## config.mk

```make
export PLATFORM = sky130hd
export DESIGN_NAME = hpd_top
export DESIGN_NICKNAME = d
export VERILOG_FILES = /design/src/rtl/hpd_pkg.sv /design/src/rtl/hpd_top.sv
export SDC_FILE = /design/constraint.sdc
export NUM_CORES = 1
export LEC_CHECK = 0
export BUFFER_PORTS_ARGS = -buffer_cell sky130_fd_sc_hd__buf_2
export CORE_ASPECT_RATIO = 0.9
export CORE_MARGIN = 2
export CORE_UTILIZATION = 45
export CTS_CLUSTER_DIAMETER = 40
export DETAILED_ROUTE_END_ITERATION = 16
export PLACE_DENSITY_LB_ADDON = 0.15
export SLEW_MARGIN = 20
export SYNTH_ARGS = -nofsm -noshare
export SYNTH_HDL_FRONTEND = slang
export SYNTH_SLANG_ARGS = --single-unit
```

## constraint.sdc

```tcl
create_clock -name pclk -period 4.2 [get_ports pclk]
set_input_delay 1.26 -clock pclk [delete_from_list [all_inputs] [get_ports pclk]]
set_output_delay 1.26 -clock pclk [all_outputs]
set_load 0.01 [all_outputs]
```

## src/rtl/hpd_pkg.sv

```systemverilog
package hpd_pkg;
  // ********************************************************
  // Timing
  // ********************************************************
  localparam int unsigned CLK_HZ = 25000000;
  localparam int unsigned RTC_HZ = 32768;
  localparam int unsigned RTC_DIV = CLK_HZ / RTC_HZ;
  localparam int unsigned PLUG_DEB_TICKS = 8;
  localparam int unsigned SYNC_STAGES = 3;

  // ********************************************************
  // Register offsets
  // ********************************************************
  localparam logic [7:0] OFS_IRQ_STATUS = 8'h00;
  localparam logic [7:0] OFS_IRQ_CLEAR = 8'h04;
  localparam logic [7:0] OFS_IRQ_ENABLE = 8'h08;
  localparam logic [7:0] OFS_BTN_CTRL1 = 8'h0c;
  localparam logic [7:0] OFS_BTN_CTRL2 = 8'h10;
  localparam logic [7:0] OFS_INTERVAL = 8'h14;
  localparam logic [7:0] OFS_SETTLE = 8'h18;
  localparam logic [7:0] OFS_DEBOUNCE = 8'h1c;
  localparam logic [7:0] OFS_STATE = 8'h20;

  // ********************************************************
  // Fields and reset values
  // ********************************************************
  localparam int unsigned IRQ_PLUG = 0;
  localparam int unsigned IRQ_UNPLUG = 1;
  localparam int unsigned IRQ_BUTTON = 2;
  localparam int unsigned IRQ_W = 3;
  localparam logic [2:0] IRQ_ENABLE_RST = 3'h7;
  localparam logic [15:0] INTERVAL_RST = 16'hcccc;
  localparam logic [7:0] SETTLE_RST = 8'h08;
  localparam logic [7:0] DEBOUNCE_RST = 8'h08;

  // Control word one, high bits downward
  typedef struct packed {
    logic supply_rearm;
    logic duty_cycle_switch_enable;
    logic mic_bias_enable;
    logic end_mode;
    logic parallel_detect_disable;
  } hpd_ctrl1_s;
  localparam int unsigned CTRL1_W = 5;
  localparam logic [4:0] CTRL1_RST = 5'h00;

  // Hook sequencer phases
  typedef enum logic [1:0] {
    HPD_IDLE,
    HPD_SETTLE,
    HPD_COMPARE
  } hpd_phase_e;
endpackage

```

## src/rtl/hpd_top.sv

```systemverilog
`timescale 1ns/1ps
// Overview of operation
// - Plug comparator debounced before any event
// - Debounced plug change raises plug or unplug interrupt
// - Both detectors run; separate disable bits
// - Bias amplifier high-Z during parallel send detection
// - Interval, settle, debounce counted in RTC ticks
// - Sense switch closed only settle and compare
// - End mode with bias on: continuous detection
// - Duty switch enable restores duty cycling
// - Serial and parallel outputs combined before debounce
// - Send event: interrupt, open supply switch
// - End event: interrupt only, switch untouched
// - Active-low interrupt while unmasked event pending
// - Each interrupt source has own mask
// - Insert, remove, button are distinct events
module hpd_top #(
  parameter int unsigned RTC_DIV = hpd_pkg::RTC_DIV,
  parameter int unsigned PLUG_DEB = hpd_pkg::PLUG_DEB_TICKS,
  parameter int unsigned INT_W = 16,
  parameter int unsigned PH_W = 8
) (
  input wire logic pclk,
  input wire logic presetn,
  input wire logic psel,
  input wire logic penable,
  input wire logic pwrite,
  input wire logic [7:0] paddr,
  input wire logic [31:0] pwdata,
  output logic [31:0] prdata,
  output logic pready,
  output logic pslverr,
  input wire logic plug_switch_n,
  input wire logic parallel_button_comparator,
  input wire logic second_button_comparator,
  output logic sense_switch_close,
  output logic mic_amp_hiz,
  output logic supply_switch_close,
  output logic irq_out_n
);

  // ********************************************************
  // Helpers
  // ********************************************************
  // Level from a three-stage synchroniser: moves when the last two agree
  function automatic logic sync_level(input logic [2:0] s, input logic prev);
    sync_level = (s[1] == s[2]) ? s[2] : prev;
  endfunction

  // ********************************************************
  // Registers
  // ********************************************************
  logic [hpd_pkg::IRQ_W-1:0] status_r;
  logic [hpd_pkg::IRQ_W-1:0] enable_r;
  hpd_pkg::hpd_ctrl1_s ctrl1_r;
  logic serial_detect_disable_r;
  logic [INT_W-1:0] interval_r;
  logic [PH_W-1:0] settle_r;
  logic [PH_W-1:0] debounce_r;
  logic [31:0] prdata_r;
  logic pslverr_r;
  logic [hpd_pkg::IRQ_W-1:0] irq_set;
  logic [hpd_pkg::IRQ_W-1:0] irq_clr;
  logic wr_en;
  logic setup;
  logic mapped;
  logic supply_open_r;
  logic [2:0] plug_sync_r;
  logic [2:0] par_sync_r;
  logic [2:0] ser_sync_r;
  logic plug_lvl_r;
  logic par_lvl_r;
  logic ser_lvl_r;
  logic plugged_r;
  logic [7:0] plug_cnt_r;
  logic [15:0] div_r;
  logic tick;
  hpd_pkg::hpd_phase_e phase_r;
  logic [INT_W-1:0] phase_cnt_r;
  logic [PH_W-1:0] deb_cnt_r;
  logic pressed_r;
  logic continuous;
  logic any_enabled;
  logic combined;
  logic send_event;

  assign setup = psel & ~penable;
  assign wr_en = psel & penable & pwrite;
  assign pready = 1'b1;
  assign prdata = prdata_r;
  assign pslverr = pslverr_r;

  // Address decode
  always_comb begin
    unique case (paddr)
      hpd_pkg::OFS_IRQ_STATUS, hpd_pkg::OFS_IRQ_CLEAR, hpd_pkg::OFS_IRQ_ENABLE,
      hpd_pkg::OFS_BTN_CTRL1, hpd_pkg::OFS_BTN_CTRL2, hpd_pkg::OFS_INTERVAL,
      hpd_pkg::OFS_SETTLE, hpd_pkg::OFS_DEBOUNCE, hpd_pkg::OFS_STATE: mapped = 1'b1;
      default: mapped = 1'b0;
    endcase
  end

  // Read data and error captured in the setup cycle
  always_ff @(posedge pclk or negedge presetn) begin
    if (!presetn) begin
      prdata_r <= 32'h0000_0000;
      pslverr_r <= 1'b0;
    end else if (setup) begin
      pslverr_r <= ~mapped;
      prdata_r <= 32'h0000_0000;
      if (!pwrite) begin
        unique case (paddr)
          hpd_pkg::OFS_IRQ_STATUS: prdata_r <= 32'(status_r);
          hpd_pkg::OFS_IRQ_ENABLE: prdata_r <= 32'(enable_r);
          hpd_pkg::OFS_BTN_CTRL1: prdata_r <= 32'(ctrl1_r);
          hpd_pkg::OFS_BTN_CTRL2: prdata_r <= 32'(serial_detect_disable_r);
          hpd_pkg::OFS_INTERVAL: prdata_r <= 32'(interval_r);
          hpd_pkg::OFS_SETTLE: prdata_r <= 32'(settle_r);
          hpd_pkg::OFS_DEBOUNCE: prdata_r <= 32'(debounce_r);
          hpd_pkg::OFS_STATE: prdata_r <= {26'h0, phase_r, supply_open_r,
            sense_switch_close, pressed_r, plugged_r};
          default: prdata_r <= 32'h0000_0000;
        endcase
      end
    end
  end

  // Control registers
  always_ff @(posedge pclk or negedge presetn) begin
    if (!presetn) begin
      enable_r <= hpd_pkg::IRQ_ENABLE_RST;
      ctrl1_r <= hpd_pkg::CTRL1_RST;
      serial_detect_disable_r <= 1'b0;
      interval_r <= INT_W'(hpd_pkg::INTERVAL_RST);
      settle_r <= PH_W'(hpd_pkg::SETTLE_RST);
      debounce_r <= PH_W'(hpd_pkg::DEBOUNCE_RST);
    end else if (wr_en) begin
      unique case (paddr)
        hpd_pkg::OFS_IRQ_ENABLE: enable_r <= pwdata[hpd_pkg::IRQ_W-1:0];
        hpd_pkg::OFS_BTN_CTRL1: ctrl1_r <= pwdata[hpd_pkg::CTRL1_W-1:0];
        hpd_pkg::OFS_BTN_CTRL2: serial_detect_disable_r <= pwdata[0];
        hpd_pkg::OFS_INTERVAL: interval_r <= pwdata[INT_W-1:0];
        hpd_pkg::OFS_SETTLE: settle_r <= pwdata[PH_W-1:0];
        hpd_pkg::OFS_DEBOUNCE: debounce_r <= pwdata[PH_W-1:0];
        default: ;
      endcase
    end
  end

  // ********************************************************
  // Interrupts
  // ********************************************************
  // Write-one-to-clear; a set in the same cycle wins
  assign irq_clr = (wr_en && paddr == hpd_pkg::OFS_IRQ_CLEAR) ?
    pwdata[hpd_pkg::IRQ_W-1:0] : '0;

  always_ff @(posedge pclk or negedge presetn) begin
    if (!presetn) begin
      status_r <= '0;
    end else begin
      status_r <= (status_r & ~irq_clr) | irq_set;
    end
  end

  // Active-low level output
  always_ff @(posedge pclk or negedge presetn) begin
    if (!presetn) begin
      irq_out_n <= 1'b1;
    end else begin
      irq_out_n <= ~|(((status_r & ~irq_clr) | irq_set) & enable_r);
    end
  end

  // ********************************************************
  // Input synchronisers and RTC tick
  // ********************************************************
  always_ff @(posedge pclk or negedge presetn) begin
    if (!presetn) begin
      plug_sync_r <= 3'h7;
      par_sync_r <= 3'h0;
      ser_sync_r <= 3'h0;
      plug_lvl_r <= 1'b1;
      par_lvl_r <= 1'b0;
      ser_lvl_r <= 1'b0;
    end else begin
      plug_sync_r <= {plug_sync_r[1:0], plug_switch_n};
      par_sync_r <= {par_sync_r[1:0], parallel_button_comparator};
      ser_sync_r <= {ser_sync_r[1:0], second_button_comparator};
      plug_lvl_r <= sync_level(plug_sync_r, plug_lvl_r);
      par_lvl_r <= sync_level(par_sync_r, par_lvl_r);
      ser_lvl_r <= sync_level(ser_sync_r, ser_lvl_r);
    end
  end

  // Divider standing in for the RTC clock
  always_ff @(posedge pclk or negedge presetn) begin
    if (!presetn) begin
      div_r <= 16'h0000;
    end else begin
      div_r <= tick ? 16'h0000 : div_r + 16'h0001;
    end
  end
  assign tick = (div_r == 16'(RTC_DIV - 1));

  // ********************************************************
  // Plug detection
  // ********************************************************
  // Switch low means inserted; change accepted after PLUG_DEB stable ticks
  always_ff @(posedge pclk or negedge presetn) begin
    if (!presetn) begin
      plugged_r <= 1'b0;
      plug_cnt_r <= 8'h00;
    end else if (~plug_lvl_r == plugged_r) begin
      plug_cnt_r <= 8'h00;
    end else if (tick) begin
      if (plug_cnt_r == 8'(PLUG_DEB - 1)) begin
        plugged_r <= ~plug_lvl_r;
        plug_cnt_r <= 8'h00;
      end else begin
        plug_cnt_r <= plug_cnt_r + 8'h01;
      end
    end
  end

  // ********************************************************
  // Hook sequencer
  // ********************************************************
  assign any_enabled = ~ctrl1_r.parallel_detect_disable | ~serial_detect_disable_r;
  assign continuous = ctrl1_r.end_mode & ctrl1_r.mic_bias_enable &
    ~ctrl1_r.duty_cycle_switch_enable;
  assign combined = (par_lvl_r & ~ctrl1_r.parallel_detect_disable) |
    (ser_lvl_r & ~serial_detect_disable_r);

  // Interval, settle and compare phases in RTC ticks
  always_ff @(posedge pclk or negedge presetn) begin
    if (!presetn) begin
      phase_r <= hpd_pkg::HPD_IDLE;
      phase_cnt_r <= '0;
    end else if (!any_enabled) begin
      phase_r <= hpd_pkg::HPD_IDLE;
      phase_cnt_r <= '0;
    end else if (continuous) begin
      phase_r <= hpd_pkg::HPD_COMPARE;
      phase_cnt_r <= '0;
    end else if (tick) begin
      phase_cnt_r <= phase_cnt_r + 1'b1;
      unique case (phase_r)
        hpd_pkg::HPD_IDLE: if (phase_cnt_r >= interval_r - 1'b1) begin
          phase_r <= hpd_pkg::HPD_SETTLE;
          phase_cnt_r <= '0;
        end
        hpd_pkg::HPD_SETTLE: if (phase_cnt_r >= INT_W'(settle_r) - 1'b1) begin
          phase_r <= hpd_pkg::HPD_COMPARE;
          phase_cnt_r <= '0;
        end
        hpd_pkg::HPD_COMPARE: if (phase_cnt_r >= INT_W'(debounce_r) - 1'b1) begin
          phase_r <= hpd_pkg::HPD_IDLE;
          phase_cnt_r <= '0;
        end
      endcase
    end
  end

  // Comparator debounce during compare phase
  always_ff @(posedge pclk or negedge presetn) begin
    if (!presetn) begin
      pressed_r <= 1'b0;
      deb_cnt_r <= '0;
    end else if (phase_r != hpd_pkg::HPD_COMPARE || combined == pressed_r) begin
      deb_cnt_r <= '0;
    end else if (tick) begin
      if (deb_cnt_r >= debounce_r - 1'b1) begin
        pressed_r <= combined;
        deb_cnt_r <= '0;
      end else begin
        deb_cnt_r <= deb_cnt_r + 1'b1;
      end
    end
  end

  // Accepted press is the hook event
  assign send_event = tick && phase_r == hpd_pkg::HPD_COMPARE && combined && !pressed_r &&
    deb_cnt_r >= debounce_r - 1'b1;

  // Event sources into the status bits
  always_comb begin
    irq_set = '0;
    irq_set[hpd_pkg::IRQ_PLUG] = tick && ~plug_lvl_r && !plugged_r &&
      plug_cnt_r == 8'(PLUG_DEB - 1);
    irq_set[hpd_pkg::IRQ_UNPLUG] = tick && plug_lvl_r && plugged_r &&
      plug_cnt_r == 8'(PLUG_DEB - 1);
    irq_set[hpd_pkg::IRQ_BUTTON] = send_event;
  end

  // Supply switch opened on a send event, rearmed by software
  always_ff @(posedge pclk or negedge presetn) begin
    if (!presetn) begin
      supply_open_r <= 1'b0;
    end else if (send_event && !ctrl1_r.end_mode) begin
      supply_open_r <= 1'b1;
    end else if (wr_en && paddr == hpd_pkg::OFS_BTN_CTRL1 && pwdata[4]) begin
      supply_open_r <= 1'b0;
    end
  end

  // ********************************************************
  // Analog controls
  // ********************************************************
  always_ff @(posedge pclk or negedge presetn) begin
    if (!presetn) begin
      sense_switch_close <= 1'b0;
      mic_amp_hiz <= 1'b0;
      supply_switch_close <= 1'b0;
    end else begin
      sense_switch_close <= phase_r != hpd_pkg::HPD_IDLE;
      mic_amp_hiz <= phase_r != hpd_pkg::HPD_IDLE && !ctrl1_r.end_mode &&
        !ctrl1_r.parallel_detect_disable;
      supply_switch_close <= phase_r != hpd_pkg::HPD_IDLE && !ctrl1_r.end_mode &&
        !supply_open_r;
    end
  end

endmodule
```

==> impl_metrics.ini, run 1 <==
[synth]
yosysTopAreaCellShare_pct = 36.5
synth_edf_count = 0
netlist_area_um2 = 7670
seq_area_frac_synth_pct = 42.7
ys_ff_latch = 130
muxShareOfSynthArea_pct = 7.35
synth_adder_area_share_pct = 10.8
synth_top_family_by_area = simple AND/OR/NAND/NOR gates
synth_cell_types = 66
async_reset_ff_share_pct = 100
synth_compound_area_share_pct = 13.3
synth_top_cell_by_area = dfrtp_1
ys_top_cells_by_area = dfrtp_1, ha_1, mux2_2
synth_flop_cell = dfrtp_1
syn_area_per_cell_um2 = 10.1
synth-simple-area-share_pct = 16.3
synth_warnings = 0
syn_inst = 760
synth-xor-area-share_pct = 5.59

[job]
maxCapViolations = 0

[final_layout]
multi_input_area_um2 = 4160
fin_cells = 1044
layout-area-overhead-vs-synth_pct = 13.8
layout-drive-gt1-share_pct = 19.9
final_cell_mix = dfrtp_1, nand2_1, ha_1, buf_2, nor2_1
final_nets = 929
final_common_cell = dfrtp_1
num-fill-cells = 1526
diodes = 0
seqCellArea_um2 = 3280

[critical_path]
startpoint_type = flip-flop
worstSetupStartpoint = settle_r[4]$_DFFE_PN0P_
reg2reg_from = settle_r[4]$_DFFE_PN0P_
endpoint_kind = flip-flop
timing.rr.end = phase_cnt_r[13]$_DFFE_PN0N_
path_max_fanout = 16
rr_worst_depth = 11
path_class = reg -> reg
rrSetupSlack_ps = 340
cp-endpoint = phase_cnt_r[13]$_DFFE_PN0N_
worstPathArrival_ps = 4170
cp.required_ps = 4510

[grt]
grt_overflow_total = 0
grt_pass1_vias = 5984
globalRouteTotalUtil_pct = 21.0
grt_first_pass_wirelength_mm = 30.1
grt_max_degree = 71
antenna_found_initial = 0

[power]
p_int_mw = 2.20
seq_power_share_pct = 43.3
p_switching_mw = 0.769
irDropWorstVdd_v = 0.000374
p_clk_share_pct = 50.5
combPwrFrac_pct = 6.2
leakage_nw = 4.23
power_density_nw_per_um2 = 340
total_power_mw = 2.97
swShare_pct = 25.9

[clock_network]
clockBufferDepth = 2
htree_num_levels = 4
clk_pin_slew_worst_paths_ps = 70
ctsResizeCount = 0
cts_hold_repair.buffers = 0
clockRootBuffer = clkbuf_16
cts_inserted_buffers = 17
cts_tree = done
clk_latency_ps = 430
cts_sinks = 130
cts_setup_buffers = 0

[sta]
skew_ps = 15.2
slew_headroom_pct = 44.0
fin_tns_setup_ps = 0
setup_ws_ps = 337
slew_viol_final = 0
fin_hold_ws_ps = 354
rsz0062_at_grt = false
setup_viol = 0
worstMarginPinSlew_ps = 840
clock.fmax_ghz = 0.259
final_hold_viol_count = 0
min_period_ps = 3860
min_period_over_period_pct = 92.0

[drt]
vias = 5921
post-route-drc-count = 0
post_drt_wl_per_cell_um = 17.0
drt_first_pass_iters = 5
vias_per_cell = 5.67
drtAntennaViolNets = 0
drt_iter0_markers = 339
routed_wl_mm = 17.8

[floorplanning]
start_util_pct = 45.7
rows = 45
io_pins = 86
die_y_um = 128
die_width_um = 142
core-area_um2 = 16800
dieArea_um2 = 18100

[run_status]
status = completed

[place]
dpl.hpwl_mm = 13.3
placedCellCount = 1012
port_buffers = 52
dp_slack_ps = 431
gp_congestion = 0.808

[worst_hold_path]
min_path_type = reg -> reg
[power by group through the flow]
stage | combinational (mW) | clock (mW) | sequential [mW]
floorplan | 0.120 | 0 | 1.31
global placement | 0.180 | 0 | 1.31
detailed placement | 0.188 | 0 | 1.31
CTS | 0.189 | 1.53 | 1.29
global route | 0.212 | 1.59 | 1.29
finish | 0.185 | 1.50 | 1.29
[cells in the mapped netlist (8+ instances only)]
| cell type | n |
|---|---|
| dfrtp_1 | 112 |
| nand2_1 | 72 |
| ha_1 | 61 |
| nor2_1 | 50 |
| mux2_2 | 43 |
| o21ai_0 | 42 |
| nand3_1 | 29 |
| xnor2_1 | 26 |
| inv_1 | 25 |
| xor2_1 | 23 |
| nor3_1 | 22 |
| a21oi_1 | 19 |
| buf_4 | 18 |
| dfstp_2 | 18 |
| nand4_1 | 16 |
| and3_1 | 15 |
| a22o_1 | 14 |
| clkbuf_1 | 14 |
| o31ai_1 | 10 |
| a21o_1 | 9 |
| a22oi_1 | 9 |
| nand2b_1 | 9 |
| o2111ai_1 | 9 |
| or3_1 | 9 |
| mux2i_1 | 8 |
[kinds of logic after synthesis]
group           Yosys count
buf+inv                  60
other cells               2
flops                   130
simple gates            253
fa+ha+maj                67
xor+xnor                 49
compound gates          148
mux                      51
[layer usage]
metal | up-vias | routed length (µm) | track usage, %
met3 | 18 | 565 | 4.15
met1 | 2935 | 8530 | 28.6
met4 | 0 | 177 | 6.35
met2 | 88 | 8480 | 34.1
li1 | 2880 | - | -
met5 | - | 0 | 0
[worst min-delay path by stage]
| stage | from | to | slack [ps] | cells past startpoint |
|---|---|---|---|---|
| 6_report | par_sync_r[0]$_DFF_PN0_ | par_sync_r[1]$_DFF_PN0_ | 350 | 0 |
| 5_1_grt | plug_sync_r[0]$_DFF_PN1_ | plug_sync_r[1]$_DFF_PN1_ | 360 | 0 |
| 4_1_cts | par_sync_r[0]$_DFF_PN0_ | par_sync_r[1]$_DFF_PN0_ | 360 | 0 |
| 3_5_place_dp | ser_sync_r[0]$_DFF_PN0_ | ser_sync_r[1]$_DFF_PN0_ | 340 | 0 |
| 3_3_place_gp | par_sync_r[0]$_DFF_PN0_ | par_sync_r[1]$_DFF_PN0_ | 340 | 0 |
| 2_1_floorplan | par_sync_r[0]$_DFF_PN0_ | par_sync_r[1]$_DFF_PN0_ | 330 | 0 |
[through the flow]
step,instance area [µm²],utilization (%)
after detailed placement,8140,48.5
after global routing,8730,52.0
final,8730,52.0
after CTS,8730,52.0
after floorplan,7730,-
after global placement,8140,48.5
[state kept, by name, summed over array words and instances (netlist names), 2 cells and up]
signal       flops
phase_r          2
plug_sync_r      3
ctrl1_r          5
debounce_r       8
enable_r         3
status_r         3
ser_sync_r       3
plug_cnt_r       8
div_r           16
phase_cnt_r     16
interval_r      16
prdata          16
deb_cnt_r        8
par_sync_r       3
settle_r         8
[final cells by class]
type,count,share of cell area (%)
multi-input combinational,585,47.6
sequential,130,37.5
clock buffer,18,5.03
timing repair buffer,61,3.93
tap,211,3.02
clock inverter,14,1.78
inverter,25,1.07
[critical path, stage by stage (launching register included)]
cell and delay (ps):
dfrtp_1 420, or4_1 580, or4_1 610, ha_1 360, a21o_1 180, a211o_1 310
o2111ai_1 190, o21ai_0 180, a21boi_2 210, a2bb2oi_2 180, buf_4 210, o31ai_1 300
Note: power is estimated with default switching activity, not from simulation.
==> run 2, diff against run 1 <==
- CAP_MARGIN: not set -> 20
- REMOVE_ABC_BUFFERS: not set -> 1
==> impl_metrics.ini, run 2 (same netlist as run 1, synthesis figures left out) <==
[final_layout]
diodes = 0
final_nets = 931
layout-area-overhead-vs-synth_pct = 14.0
final_common_cell = dfrtp_1
multi_input_area_um2 = 4160
seqCellArea_um2 = 3280
final_cell_mix = dfrtp_1, nand2_1, ha_1, buf_2, nor2_1
num-fill-cells = 1564
final_cell_area_um2 = 8750
layout-drive-gt1-share_pct = 20.1

[clock_network]
htree_num_levels = 4
cts_tree = done
clockRootBuffer = clkbuf_16
cts_inserted_buffers = 17
clk_pin_slew_worst_paths_ps = 60
cts_sinks = 130
clk_latency_ps = 430
ctsResizeCount = 0
cts_setup_buffers = 0
clockBufferDepth = 2
cts_hold_repair.buffers = 0

[sta]
slew_viol_final = 0
final_hold_viol_count = 0
slew_headroom_pct = 46.0
setup_ws_ps = 398
worstMarginPinSlew_ps = 804
min_period_over_period_pct = 90.5
min_period_ps = 3800
skew_ps = 10.7
fin_tns_setup_ps = 0
clock.fmax_ghz = 0.263
rsz0062_at_grt = false
setup_viol = 0

[critical_path]
path_cells = or4_1 -> or4_1 -> ha_1 -> a21o_1 -> a211o_1 -> a211oi_1 -> o21ai_0 -> nand3_1 -> a21o_1 -> o2111ai_1 -> o31ai_1
path_depth = 11
path_max_fanout = 14
path_delay_family = compound AO/OA/AOI/OAI gates
cp.required_ps = 4520
timing.rr.end = phase_cnt_r[6]$_DFFE_PN0N_
endpoint_kind = flip-flop
worstSetupStartpoint = settle_r[4]$_DFFE_PN0P_
max_stage_delay_ps = 610
rr_worst_depth = 11
rrSetupSlack_ps = 400
reg2reg_from = settle_r[4]$_DFFE_PN0P_
worstPathArrival_ps = 4130
worst-path-buf-inv = 0
slowest_stage = or4_1
path_class = reg -> reg
startpoint_type = flip-flop
cp-endpoint = phase_cnt_r[6]$_DFFE_PN0N_

[floorplanning]
dieArea_um2 = 18100
die_y_um = 128
die_width_um = 142
rows = 45
start_util_pct = 45.7
io_pins = 86
core-area_um2 = 16800

[power]
irDropWorstVdd_v = 0.000320
p_int_mw = 2.23
total_power_mw = 2.98
power_density_nw_per_um2 = 340
leakage_nw = 4.23
p_clk_share_pct = 50.5
swShare_pct = 25.0
p_switching_mw = 0.744
combPwrFrac_pct = 6.2
seq_power_share_pct = 43.3

[drt]
routed_wl_mm = 17.8
drtAntennaViolNets = 0
drt_iter0_markers = 382
vias_per_cell = 5.69
drt_first_pass_iters = 5
post_drt_wl_per_cell_um = 17.0
vias = 5952
post-route-drc-count = 0

[place]
gp_congestion = 0.844
dpl_cell_area_um2 = 8150
port_buffers = 52
dp_slack_ps = 441
dpl.hpwl_mm = 12.9

[grt]
grt_pass1_vias = 6059
globalRouteTotalUtil_pct = 21.1
grt_max_degree = 55
antenna_found_initial = 0
grt_overflow_total = 0
grt_first_pass_wirelength_mm = 30.2

[job]
maxCapViolations = 0

[worst_hold_path]
min_path_type = reg -> reg

[run_status]
status = completed
run 2: cell count changes in the layout (fill, tap and decap cells not counted), sizes merged:
| cell | before | now |
|---|---|---|
| bufinv | 1 | 2 |
| clkbuf | 18 | 17 |
| buf | 61 | 63 |
| clkinv | 1 | 3 |
| inv | 36 | 32 |
| clkinvlp | 1 | 3 |
run 2: cell type report:
cell class                 count  area share [%]
tap                          211            3.02
clock buffer                  17            4.86
inverter                      25            1.07
clock inverter                15            1.96
sequential                   130            37.4
timing repair buffer          63            4.09
multi-input combinational    585            47.6
run 2: metrics by stage:
step / utilization [%] / instances / hold slack, ps
2_1_floorplan: - / 740 / 331
4_1_cts: 52.1 / 1046 / 355
3_5_place_dp: 48.6 / 1014 / 341
3_3_place_gp: 48.6 / 1014 / 342
6_report: 52.1 / 1046 / 354
5_1_grt: 52.1 / 1046 / 361
run 2: per-layer routing:
| metal | vias up | GRT usage (%) | part of all wire, % | routed length [µm] |
|---|---|---|---|---|
| li1 | 2880 | - | - | - |
| met1 | 2943 | 28.3 | 48 | 8460 |
| met2 | 107 | 33.7 | 47 | 8410 |
| met3 | 22 | 4.89 | 3.5 | 625 |
| met4 | 0 | 7.24 | 1.5 | 258 |
| met5 | - | 0 | 0 | 0 |
run 2: how the worst min path moves through the flow:
stage	start	end	slack, ps	cells past startpoint
floorplan	par_sync_r[0]$_DFF_PN0_	par_sync_r[1]$_DFF_PN0_	330	0
global placement	ser_sync_r[0]$_DFF_PN0_	ser_sync_r[1]$_DFF_PN0_	340	0
detailed placement	ser_sync_r[0]$_DFF_PN0_	ser_sync_r[1]$_DFF_PN0_	340	0
CTS	ser_sync_r[0]$_DFF_PN0_	ser_sync_r[1]$_DFF_PN0_	360	0
global route	ser_sync_r[0]$_DFF_PN0_	ser_sync_r[1]$_DFF_PN0_	360	0
finish	ser_sync_r[0]$_DFF_PN0_	ser_sync_r[1]$_DFF_PN0_	350	0
run 2: power by group through the flow:
| stage | clock network (mW) | registers [mW] | logic (mW) |
|---|---|---|---|
| final | 1.50 | 1.29 | 0.184 |
| after global routing | 1.59 | 1.29 | 0.212 |
| after CTS | 1.54 | 1.29 | 0.188 |
| after detailed placement | 0 | 1.31 | 0.187 |
| after global placement | 0 | 1.31 | 0.180 |
| after floorplan | 0 | 1.31 | 0.103 |
==> run 3, diff against run 2 <==
==> constraint.sdc (replaced) <==
create_clock -name pclk -period 4.2 [get_ports pclk]
set_input_delay 0.42 -clock pclk [delete_from_list [all_inputs] [get_ports pclk]]
set_output_delay 0.42 -clock pclk [all_outputs]
set_load 0.01 [all_outputs]
==> impl_metrics.ini, run 3 (same netlist as run 1, synthesis figures left out) <==
[place]
gp_congestion = 0.803
dpl_cell_area_um2 = 8110
dpl.hpwl_mm = 13.0
port_buffers = 52

[critical_path]
endpoint_kind = flip-flop
path_class = reg -> reg
path_max_fanout = 14
path_cells = or4_1 -> or4_1 -> ha_1 -> a21o_1 -> a211o_1 -> a211oi_1 -> o21ai_0 -> nand3_1 -> a21o_1 -> o2111ai_1 -> o31ai_1
cp-endpoint = phase_cnt_r[14]$_DFFE_PN0N_
path_delay_family = compound AO/OA/AOI/OAI gates
reg2reg_from = settle_r[4]$_DFFE_PN0P_
slowest_stage = or4_1
max_stage_delay_ps = 600
worst-path-buf-inv = 0
path_depth = 11
timing.rr.end = phase_cnt_r[14]$_DFFE_PN0N_
startpoint_type = flip-flop
worstPathArrival_ps = 4090
rrSetupSlack_ps = 430
cp.required_ps = 4520
rr_worst_depth = 11
worstSetupStartpoint = settle_r[4]$_DFFE_PN0P_

[sta]
fin_tns_setup_ps = 0
slew_headroom_pct = 32.9
min_period_over_period_pct = 89.8
slew_viol_final = 0
skew_ps = 12.4
clock.fmax_ghz = 0.265
setup_viol = 0
rsz0062_at_grt = false
worstMarginPinSlew_ps = 1010
min_period_ps = 3770
final_hold_viol_count = 0

[clock_network]
clockBufferDepth = 2
cts_sinks = 130
cts_tree = done
clk_latency_ps = 430
cts_inserted_buffers = 17
clockRootBuffer = clkbuf_16
htree_num_levels = 4
clk_pin_slew_worst_paths_ps = 70

[grt]
antenna_found_initial = 0
globalRouteTotalUtil_pct = 21.0
grt_max_degree = 76
grt_first_pass_wirelength_mm = 30.0
grt_pass1_vias = 6040
grt_overflow_total = 0

[drt]
post-route-drc-count = 0
vias = 5991
drtAntennaViolNets = 0
routed_wl_mm = 17.7
drt_iter0_markers = 392
drt_first_pass_iters = 5
vias_per_cell = 5.75
post_drt_wl_per_cell_um = 17.0

[final_layout]
final_common_cell = dfrtp_1
layout-drive-gt1-share_pct = 20.0
layout-area-overhead-vs-synth_pct = 13.6
final_cell_mix = dfrtp_1, nand2_1, ha_1, buf_2, nor2_1
final_cell_area_um2 = 8720
diodes = 0
final_nets = 927

[floorplanning]
core-area_um2 = 16800
die_width_um = 142
start_util_pct = 45.7
io_pins = 86
dieArea_um2 = 18100
rows = 45
die_y_um = 128

[job]
maxCapViolations = 0

[power]
irDropWorstVdd_v = 0.000265
leakage_nw = 4.21
power_density_nw_per_um2 = 338

[worst_hold_path]
min_path_type = in -> reg

[run_status]
status = completed
==> run 3: cell types whose count changed in the layout (fill, tap and decap cells not counted) <==
cell,before,now
buf_4,11,8
clkinvlp_4,3,1
inv_8,2,4
a2bb2oi_2,1,0
a2bb2oi_4,0,1
buf_12,1,0
bufinv_16,2,1
clkinv_4,2,1
clkinv_8,0,1
inv_6,5,6
nor4bb_1,1,0
nor4bb_2,0,1
o31a_1,1,0
o31a_2,0,1
==> run 3: per-layer routing <==
metal	track usage [%]	wire length, µm	vias up
li1	-	-	2879
met1	28.0	8290	2957
met2	35.0	8490	136
met3	3.81	716	19
met4	6.18	223	0
met5	0	0	-
==> run 3: layout make-up <==
class,instances,area [µm²]
timing repair buffer,59,315
fill,1547,8060
multi-input combinational,585,4180
tap,211,264
sequential,130,3280
clock buffer,17,425
inverter,25,93.8
clock inverter,15,165
==> run 3: timing repair <==
item | in CTS | in global routing
setup buffers | 0 | 0
hold buffers | 0 | 0
gates resized for setup | 0 | 3
setup endpoints to repair | 0 | 5
==> run 3: through the flow <==
step                util (%)  cells  hold WS [ps]  total power [mW]  setup slack, ps
floorplan                  -    740           124              1.41              880
global placement        48.3   1010           343              1.48              469
detailed placement      48.3   1010           337              1.49              345
CTS                     51.8   1042          79.6              2.98              328
global route            52.0   1042          77.8              3.07              116
finish                  52.0   1042          91.2              2.95              429
==> run 3: worst min-delay path by stage <==
stage                             startpoint                       to  slack, ps  cells past startpoint
floorplan                            presetn   ctrl1_r[0]$_DFFE_PN0P_        120                      0
global placement     ser_sync_r[0]$_DFF_PN0_  ser_sync_r[1]$_DFF_PN0_        340                      0
detailed placement   par_sync_r[0]$_DFF_PN0_  par_sync_r[1]$_DFF_PN0_        340                      0
CTS                 second_button_comparator  ser_sync_r[0]$_DFF_PN0_         80                      1
global route        second_button_comparator  ser_sync_r[0]$_DFF_PN0_         80                      1
finish              second_button_comparator  ser_sync_r[0]$_DFF_PN0_         90                      1
==> run 3: power breakdown <==
part | internal, mW | total, mW | switching, mW
Combinational | 0.0657 | 0.180 | 0.115
Sequential | 1.27 | 1.29 | 0.0149
Clock | 0.845 | 1.48 | 0.637
